`src/common/plls_pkg.sv`:
```
// plls_pkg: shared constants and carrier types for the dual pll control core
// assumes one 125 mhz system clock; serial pins already synchronous to it
package plls_pkg;
    localparam int SR_W        = 23;   // shift register length
    localparam int SEL_LO_POS  = 0;    // latch select low bit position
    localparam int SEL_HI_POS  = 1;    // latch select high bit position
    localparam int LAT_W       = 21;   // payload bits kept per latch
    localparam int LAT_LSB     = 2;
    localparam int NUM_LATCH   = 4;
    // latch select codes: {hi,lo}
    localparam logic [1:0] SEL_IF_REF = 2'h0;
    localparam logic [1:0] SEL_RF_REF = 2'h1;
    localparam logic [1:0] SEL_IF_DIV = 2'h2;
    localparam logic [1:0] SEL_RF_DIV = 2'h3;
    // lock windows, in reference periods
    localparam logic [3:0] UPPER_WIN  = 4'h2;  // upper error window
    localparam logic [3:0] LOWER_WIN  = 4'h4;  // lower error window
    localparam logic [1:0] LOCK_CYC   = 2'h3;  // consecutive good compares
    // wake-up limiting: error pulses capped for a number of compares
    localparam logic [3:0] START_CAP  = 4'h1;  // max pulse length, periods
    localparam logic [2:0] START_CMP  = 3'h4;  // limited compare count
    localparam logic [3:0] ERR_SAT    = 4'hf;
    localparam logic [3:0] ANTI_DEAD  = 4'h1;  // minimum pulse, periods

    typedef struct packed {
        logic data;
        logic clk;
        logic load_strobe;
    } plls_serial_t;

    typedef struct packed {
        logic up;
        logic dn;
        logic oe;
    } plls_pd_t;

    typedef struct packed {
        logic [LAT_W-1:0] if_ref;
        logic [LAT_W-1:0] rf_ref;
        logic [LAT_W-1:0] if_div;
        logic [LAT_W-1:0] rf_div;
    } plls_latch_t;
endpackage : plls_pkg

```
`src/core/plls_core.sv`:
```
// plls_core: serial load, per-section standby, phase detector gating and
// the combined lock indicator of a dual pll synthesizer.
// assumes reference and comparison edges arrive as one-cycle pulses on clk_sys
// and that one reference period is one clk_sys cycle of reference_osc_in.
//
// Operation
// RL1: power_save_n low puts a section into standby; high resumes operation.
// RL2: in standby the section's phase detector output is high impedance.
// RL3: after wake-up, phase detector error pulses are limited in length.
// RL4: host holds power-save inputs low from power-on.
// RL5: host waits at least 1 us after supply before shifting data.
// RL6: host releases standby at least 100 ns after the serial load.
// RL7: data bit taken on serial clock rise; latch loaded on strobe rise.
// RL8: host keeps load strobe low while shifting bits.
// RL9: lock indicator high only if each section is locked or in standby.
// RL10: lock indicator falls when phase error reaches the upper window.
// RL11: lock rises after three compares within the lower error window; code counts only compares with error below UPPER_WIN.
// RL12: short phase detector pulses continue while locked, avoiding dead zone.
// RL13: phase comparator detects errors from minus to plus two pi.
// RL14: host should keep an unused section in standby.
// RL15: strobe rise routes the shift register to one of four latches.
// RL16: host shifts each word most significant bit first.
// RL17: each section enters and leaves standby independently.
`timescale 1ns/1ns
module plls_core (
    // clock and reset
    input  wire logic                 clk_sys,
    input  wire logic                 nrst,
    // serial configuration pins
    input  wire plls_pkg::plls_serial_t ser_in,
    // standby controls
    input  wire logic                 if_power_save_n,
    input  wire logic                 rf_power_save_n,
    // reference and comparison edges, one pulse per edge
    input  wire logic                 reference_osc_in,
    input  wire logic [1:0]           ref_edge,
    input  wire logic [1:0]           cmp_edge,
    // phase detector outputs, index 0 = if, 1 = rf
    output plls_pkg::plls_pd_t        pd_out [2],
    // configuration and status
    output plls_pkg::plls_latch_t     latches,
    output logic                      lock_indicator
);
    typedef struct packed {
        logic                          clk_q;
        logic                          strobe_q;
        logic [plls_pkg::SR_W-1:0]     shreg;
        plls_pkg::plls_latch_t         lat;
        logic [1:0]                    up;      // reference led, pulse active
        logic [1:0]                    dn;      // comparison led, pulse active
        logic [1:0][3:0]               err;     // error length, ref periods
        logic [1:0][3:0]               plen;    // pulse length so far
        logic [1:0][1:0]               good;    // consecutive good compares
        logic [1:0]                    locked;
        logic [1:0][2:0]               wake;    // limited compares left
        logic [1:0]                    awake_q;
        logic                          ld;
    } plls_state_t;

    plls_state_t st_ff;
    plls_state_t nxt_st;
    logic [1:0]  awake;

    assign awake = {rf_power_save_n, if_power_save_n}; // RL1 RL17

    always_comb begin
        logic done;
        logic [3:0] meas;
        done   = 1'b0;
        meas   = 4'h0;
        nxt_st = st_ff;
        nxt_st.clk_q    = ser_in.clk;
        nxt_st.strobe_q = ser_in.load_strobe;
        if (ser_in.clk && !st_ff.clk_q) begin
            nxt_st.shreg = {st_ff.shreg[plls_pkg::SR_W-2:0], ser_in.data}; // RL7
        end
        if (ser_in.load_strobe && !st_ff.strobe_q) begin // RL7
            // select bits arrive last, so they sit at the low end
            if (st_ff.shreg[1:0] == plls_pkg::SEL_IF_REF) begin // RL15
                nxt_st.lat.if_ref = st_ff.shreg[plls_pkg::SR_W-1:2];
            end else if (st_ff.shreg[1:0] == plls_pkg::SEL_RF_REF) begin
                nxt_st.lat.rf_ref = st_ff.shreg[plls_pkg::SR_W-1:2];
            end else if (st_ff.shreg[1:0] == plls_pkg::SEL_IF_DIV) begin
                nxt_st.lat.if_div = st_ff.shreg[plls_pkg::SR_W-1:2];
            end else begin
                nxt_st.lat.rf_div = st_ff.shreg[plls_pkg::SR_W-1:2];
            end
        end
        for (int s = 0; s < 2; s++) begin
            nxt_st.awake_q[s] = awake[s];
            if (!awake[s]) begin // RL2
                nxt_st.up[s]     = 1'b0;
                nxt_st.dn[s]     = 1'b0;
                nxt_st.err[s]    = 4'h0;
                nxt_st.plen[s]   = 4'h0;
                nxt_st.good[s]   = 2'h0;
                nxt_st.locked[s] = 1'b0;
                nxt_st.wake[s]   = plls_pkg::START_CMP;
            end else begin
                // a single tri-state detector spans a full cycle each way
                done = 1'b0; // RL13
                if (ref_edge[s] && cmp_edge[s]) begin
                    done = st_ff.up[s] || st_ff.dn[s];
                    nxt_st.up[s] = 1'b0;
                    nxt_st.dn[s] = 1'b0;
                end else if (ref_edge[s]) begin
                    done = st_ff.dn[s];
                    nxt_st.up[s] = !st_ff.dn[s];
                    nxt_st.dn[s] = 1'b0;
                end else if (cmp_edge[s]) begin
                    done = st_ff.up[s];
                    nxt_st.dn[s] = !st_ff.up[s];
                    nxt_st.up[s] = 1'b0;
                end
                if (st_ff.up[s] || st_ff.dn[s]) begin
                    if (st_ff.err[s] != plls_pkg::ERR_SAT) begin
                        nxt_st.err[s] = st_ff.err[s] + 4'h1;
                    end
                end
                if ((ref_edge[s] || cmp_edge[s]) && !done
                    && !(ref_edge[s] && cmp_edge[s])) begin
                    nxt_st.err[s] = 4'h0;
                end
                // pulse length, 1 in the first cycle of a pulse; either
                // leg restarts it so both legs get the same wake-up cap
                if (!nxt_st.up[s] && !nxt_st.dn[s]) begin
                    nxt_st.plen[s] = 4'h0;
                end else if (!st_ff.up[s] && !st_ff.dn[s]) begin
                    nxt_st.plen[s] = 4'h1;
                end else if (st_ff.plen[s] != plls_pkg::ERR_SAT) begin
                    nxt_st.plen[s] = st_ff.plen[s] + 4'h1;
                end
                if (done || (ref_edge[s] && cmp_edge[s])) begin
                    if (st_ff.wake[s] != 3'h0) begin
                        nxt_st.wake[s] = st_ff.wake[s] - 3'h1; // RL3
                    end
                    // the closing edge counts as one more period
                    meas = (st_ff.up[s] || st_ff.dn[s]) ? nxt_st.err[s]
                                                        : 4'h0;
                    if (meas >= plls_pkg::UPPER_WIN) begin // RL10
                        nxt_st.good[s]   = 2'h0;
                        nxt_st.locked[s] = 1'b0;
                    end else if (meas <= plls_pkg::LOWER_WIN) begin
                        if (st_ff.good[s] != plls_pkg::LOCK_CYC) begin
                            nxt_st.good[s] = st_ff.good[s] + 2'h1;
                        end
                        if (st_ff.good[s] >= 2'h2) begin // RL11
                            nxt_st.locked[s] = 1'b1;
                        end
                    end
                end
            end
        end
        nxt_st.ld = (nxt_st.locked[0] || !awake[0])
                 && (nxt_st.locked[1] || !awake[1]); // RL9
    end

    always_ff @(posedge clk_sys or negedge nrst) begin
        if (!nrst) begin
            st_ff <= '0;
        end else begin
            st_ff <= nxt_st;
        end
    end

    // outputs: width limited while waking, minimum pulse while locked
    always_comb begin
        for (int s = 0; s < 2; s++) begin
            pd_out[s].oe = st_ff.awake_q[s] && awake[s]; // RL2
            pd_out[s].up = pd_out[s].oe && st_ff.up[s]
                && (st_ff.wake[s] == 3'h0
                    || st_ff.plen[s] <= plls_pkg::START_CAP); // RL3
            pd_out[s].dn = pd_out[s].oe && st_ff.dn[s]
                && (st_ff.wake[s] == 3'h0
                    || st_ff.plen[s] <= plls_pkg::START_CAP);
            if (pd_out[s].oe && st_ff.locked[s] && ref_edge[s]) begin
                // both legs briefly on: charge cancels, no dead zone
                pd_out[s].up = 1'b1; // RL12
                pd_out[s].dn = 1'b1;
            end
        end
    end

    assign latches        = st_ff.lat;
    assign lock_indicator = st_ff.ld;

    property p_standby_hiz;
        @(posedge clk_sys) disable iff (!nrst)
        !if_power_save_n |-> !pd_out[0].oe && !pd_out[0].up;
    endproperty
    a_standby_hiz: assert property (p_standby_hiz) // RL2
        else $error("if detector driven in standby");

    property p_ld_unlock;
        @(posedge clk_sys) disable iff (!nrst)
        if_power_save_n |=> !lock_indicator || st_ff.locked[0];
    endproperty
    a_ld_unlock: assert property (p_ld_unlock) // RL9
        else $error("lock shown while if unlocked");

    property p_both_standby;
        @(posedge clk_sys) disable iff (!nrst)
        (!if_power_save_n && !rf_power_save_n) |=> lock_indicator;
    endproperty
    a_both_standby: assert property (p_both_standby) // RL9
        else $error("lock low with both in standby");

    property p_wake_cap;
        @(posedge clk_sys) disable iff (!nrst)
        (st_ff.wake[1] != 3'h0) |-> !(pd_out[1].up && !pd_out[1].dn
            && st_ff.plen[1] > plls_pkg::START_CAP);
    endproperty
    a_wake_cap: assert property (p_wake_cap) // RL3
        else $error("rf pulse not limited after wake");

    property p_shift;
        @(posedge clk_sys) disable iff (!nrst)
        (ser_in.clk && !st_ff.clk_q) |=> st_ff.shreg[0] == $past(ser_in.data);
    endproperty
    a_shift: assert property (p_shift) // RL7
        else $error("serial bit not captured");

    property p_latch;
        @(posedge clk_sys) disable iff (!nrst)
        (ser_in.load_strobe && !st_ff.strobe_q && st_ff.shreg[1:0] == 2'h3)
        |=> st_ff.lat.rf_div == $past(st_ff.shreg[plls_pkg::SR_W-1:2]);
    endproperty
    a_latch: assert property (p_latch) // RL15
        else $error("rf divider latch not loaded");

    property p_lock_drop;
        @(posedge clk_sys) disable iff (!nrst)
        (if_power_save_n && st_ff.up[0] && cmp_edge[0] && !ref_edge[0]
         && st_ff.err[0] >= plls_pkg::UPPER_WIN - 4'h1)
        |=> !st_ff.locked[0];
    endproperty
    a_lock_drop: assert property (p_lock_drop) // RL10
        else $error("lock kept with large error");

    property p_wake_indep;
        @(posedge clk_sys) disable iff (!nrst)
        (rf_power_save_n && $rose(if_power_save_n)) |=> pd_out[1].oe;
    endproperty
    a_wake_indep: assert property (p_wake_indep) // RL17
        else $error("rf disturbed by if wake");
endmodule : plls_core

```
`config.mk`:
```
export PLATFORM = sky130hd
export DESIGN_NAME = plls_core
export DESIGN_NICKNAME = d
export VERILOG_FILES = /design/src/common/plls_pkg.sv /design/src/core/plls_core.sv
export SDC_FILE = /design/constraint.sdc
export NUM_CORES = 1
export LEC_CHECK = 0
export BUFFER_PORTS_ARGS = -buffer_cell sky130_fd_sc_hd__buf_2
export CELL_PAD_IN_SITES_DETAIL_PLACEMENT = 0
export CELL_PAD_IN_SITES_GLOBAL_PLACEMENT = 1
export CORE_MARGIN = 3
export CORE_UTILIZATION = 49
export DETAILED_ROUTE_END_ITERATION = 7
export GPL_TIMING_DRIVEN = 0
export PLACE_DENSITY_LB_ADDON = 0.1
export SLEW_MARGIN = 10
export SYNTH_ARGS = -nofsm -noshare
export SYNTH_HDL_FRONTEND = slang
export SYNTH_SLANG_ARGS = --single-unit
export TNS_END_PERCENT = 30
```
`constraint.sdc`:
```
create_clock -name clk_sys -period 5.42 [get_ports clk_sys]
set_clock_uncertainty 0.05 [all_clocks]
set_input_delay 1.355 -clock clk_sys [delete_from_list [all_inputs] [get_ports clk_sys]]
set_output_delay 1.355 -clock clk_sys [all_outputs]
set_load 0.05 [all_outputs]
```
==> reports/results.ini <==
[routing]
final_antenna_net_count = 0
dr_total_vias = 4321
wl_per_cell_um = 14.48
drc_errors = 0
drtIter0Drc = 227
via_per_inst = 4.961
drt_wl_total_um = 12610
dr.pass1.iters = 4

[finish]
synthToLayoutAreaGrowth_pct = 21.15
finalNetCount = 713
n_fill_cell = 1122
drive_gt1_frac = 0.4561
n_antenna_cell = 0

[clock_tree]
htree_levels = 4
post_cts_resized = 0
post_cts_buffers = 0
clock_latency_ns = 0.42
clkTransAtPathRegs_ns = 0.06
clock-sinks = 144
cts_buffers = 17
clock_path_buffers = 2
cts_hold_buf = 0
cts_root_buf = clkbuf_16
cts_tree = yes

[setup_path]
end_kind = output pin
worstSetupPathType = input pin to output pin
max_stage_delay_ns = 0.28
crit_slowest_cell = buf_2
worstSetupStartpointType = input pin
worstPathArrival_ns = 2.15
path_max_fanout = 8
cp_top_family = buffers and inverters
worstPathCellList = clkbuf_1 > nand2_1 > a21oi_1 > buf_2
critical_path_required_ns = 4.01
crit_cells = 4
path_buf_inv = 2
reg2regPathDepth = 6
reg2reg_slack_ns = 2.99

[flow_run]
cap_violations = 0

[synthesis]
synthXorXnorAreaFrac = 0.008996
yosys_warnings = 0
ys_ff_latch = 144
yosys.area_share.adder = 0.03488
synth_most_common_cell = dfrtp_1
synth_area_leaders = dfrtp_1, mux2_2, buf_4
async_flop_share = 1.000
syn_inst = 562
synthTopCellsByCount = dfrtp_1, mux2_2, buf_4
synth_top_family_by_area = multiplexers
yosysSeqAreaShare = 0.5287
synth_cell_type_count = 44
synth_ff_type = dfrtp_1
post_synth.cell_area_avg_um2 = 12.13
yosys-mux-area-fraction = 0.1869
netlist_area_um2 = 6815
synth-simple-area-share = 0.08133
synth_top_cell_area_share = 0.5287
synth_nets = 593
synth-edff-count = 0
synth_compound_area_frac = 0.04737
synth_top_area_cell = dfrtp_1

[sta]
setup_viol = 0
rsz0062_at_grt = no
setup_ws_ns = 1.863
fin_tns_setup_ns = 0
finalHoldViolations = 0
tightest_slew_ns = 0.7123
finalCritPeriodShare = 0.6563
max_freq_mhz = 281.1
slew_viol_final = 0
min_period_ns = 3.557
slew_headroom = 0.5251

[floorplanning]
coreArea_um2 = 13400
die_h_um = 123.9
start_util = 0.5086
die_w_um = 123.9
die_area_um2 = 15360
num_rows = 42
top_level_ports = 103

[global_routing]
overflow = 0
antenna_found_initial = 0
grt.total_usage = 0.1744
grt_pass1_vias = 4284
grt_max_degree = 102
grt_pass1_wl_um = 20750

[power]
powerDensity_nw_per_um2 = 518.3
ir_worst_vdd_uv = 248.0
p_leak_nw = 4.299

[run_status]
outcome = finished, final reports clean

[hold_path]
hold_depth = 1
hold_path.class = flip-flop to flip-flop

[placed_design]
gp_congestion = 0.7869
dpl.hpwl_um = 8915
io_buffer_count = 100
pre_cts_ws_ns = 1.883

registers in the layout (all words and copies together), names as in the netlist:
name and cells:
st_ff 59, latches 84, lock_indicator 1
power by group:
group	switching, W	internal (W)	leakage, nW
sequential	0.000185	0.00132	1.92
clock	0.000461	0.000871	0.329
combinational	0.000904	0.000539	2.05
total	0.00155	0.00273	4.30
metrics by stage:
stage                 util  cell area, um^2  instances  power (W)  hold WS (ns)
finish              0.6162             8257        871   0.004279        0.4442
CTS                 0.6162             8257        871   0.004328        0.4458
global route        0.6162             8257        871   0.004478        0.4630
floorplan                -             6815        562   0.002660        0.4155
global placement    0.5624             7536        838   0.002942        0.4246
detailed placement  0.5652             7574        839   0.002983        0.4322
layout by cell type, fill, tap and decap left out, types with 2 or more instances in the layout:
cell	n
dfrtp_1	144
buf_2	99
mux2_2	95
buf_4	84
nor2_1	37
nand2_1	21
ha_1	19
inv_1	18
a21oi_1	18
clkbuf_16	17
nor3_1	11
nand3_1	11
mux2_1	11
clkbuf_1	9
mux2i_1	8
nor3b_1	6
xnor2_1	6
bufinv_16	6
a31oi_1	5
o21a_1	5
nand2b_1	5
clkinv_4	5
a211oi_1	4
o21ai_1	4
o21ai_0	4
nand3b_1	4
buf_1	4
and2_1	3
inv_6	3
or2_1	2
o32ai_1	2
a2bb2oi_1	2
nor2b_1	2
or3_1	2
or4b_1	2
worst register-to-register path: stages, from the launching register on:
cell	delay, ns
dfrtp_1	0.45
ha_1	0.29
nand2b_1	0.17
mux2_2	0.29
o21ai_0	0.44
or4b_1	0.49
a31oi_1	0.18
routing by layer:
metal	wire [um]	GRT usage	vias up	part of all wire
met1	5674	0.2261	2132	0.45
met5	0	0	-	0
li1	-	-	2094	-
met4	180	0.06502	0	0.014
met3	512	0.04223	13	0.041
met2	6244	0.2852	82	0.50
path summary, 6_finish.rpt:
check / start / end
max in group asynchronous: nrst / st_ff[134]$_DFFE_PN0P_
worst min register to register: latches[71]$_DFFE_PN0P_ / latches[71]$_DFFE_PN0P_
worst max register to register: st_ff[27]$_DFF_PN0_ / st_ff[14]$_DFFE_PN0P_
worst max-delay path: ref_edge[1] / pd_out[1]
worst min-delay path: latches[71]$_DFFE_PN0P_ / latches[71]$_DFFE_PN0P_
min in group asynchronous: nrst / latches[25]$_DFFE_PN0P_
kinds of logic (layout without fill, tap and decap cells):
kind of cell | after synthesis | in the layout
mux | 114 | 114
simple gates | 111 | 111
buf+inv | 117 | 250
fa+ha+maj | 19 | 19
xor+xnor | 7 | 7
compound gates | 50 | 50
flops | 144 | 144
area by class of cell:
cell class,count,area [um^2],area share
clock inverter,15,257.7,0.03122
inverter,19,71.32,0.008638
clock buffer,17,425.4,0.05152
sequential,144,3603,0.4364
multi-input combinational,301,2450,0.2967
tap,176,220.2,0.02667
buffer,98,690.7,0.08365
timing repair buffer,101,538.0,0.06516
No activity file was read; power rests on OpenSTA's default activity.
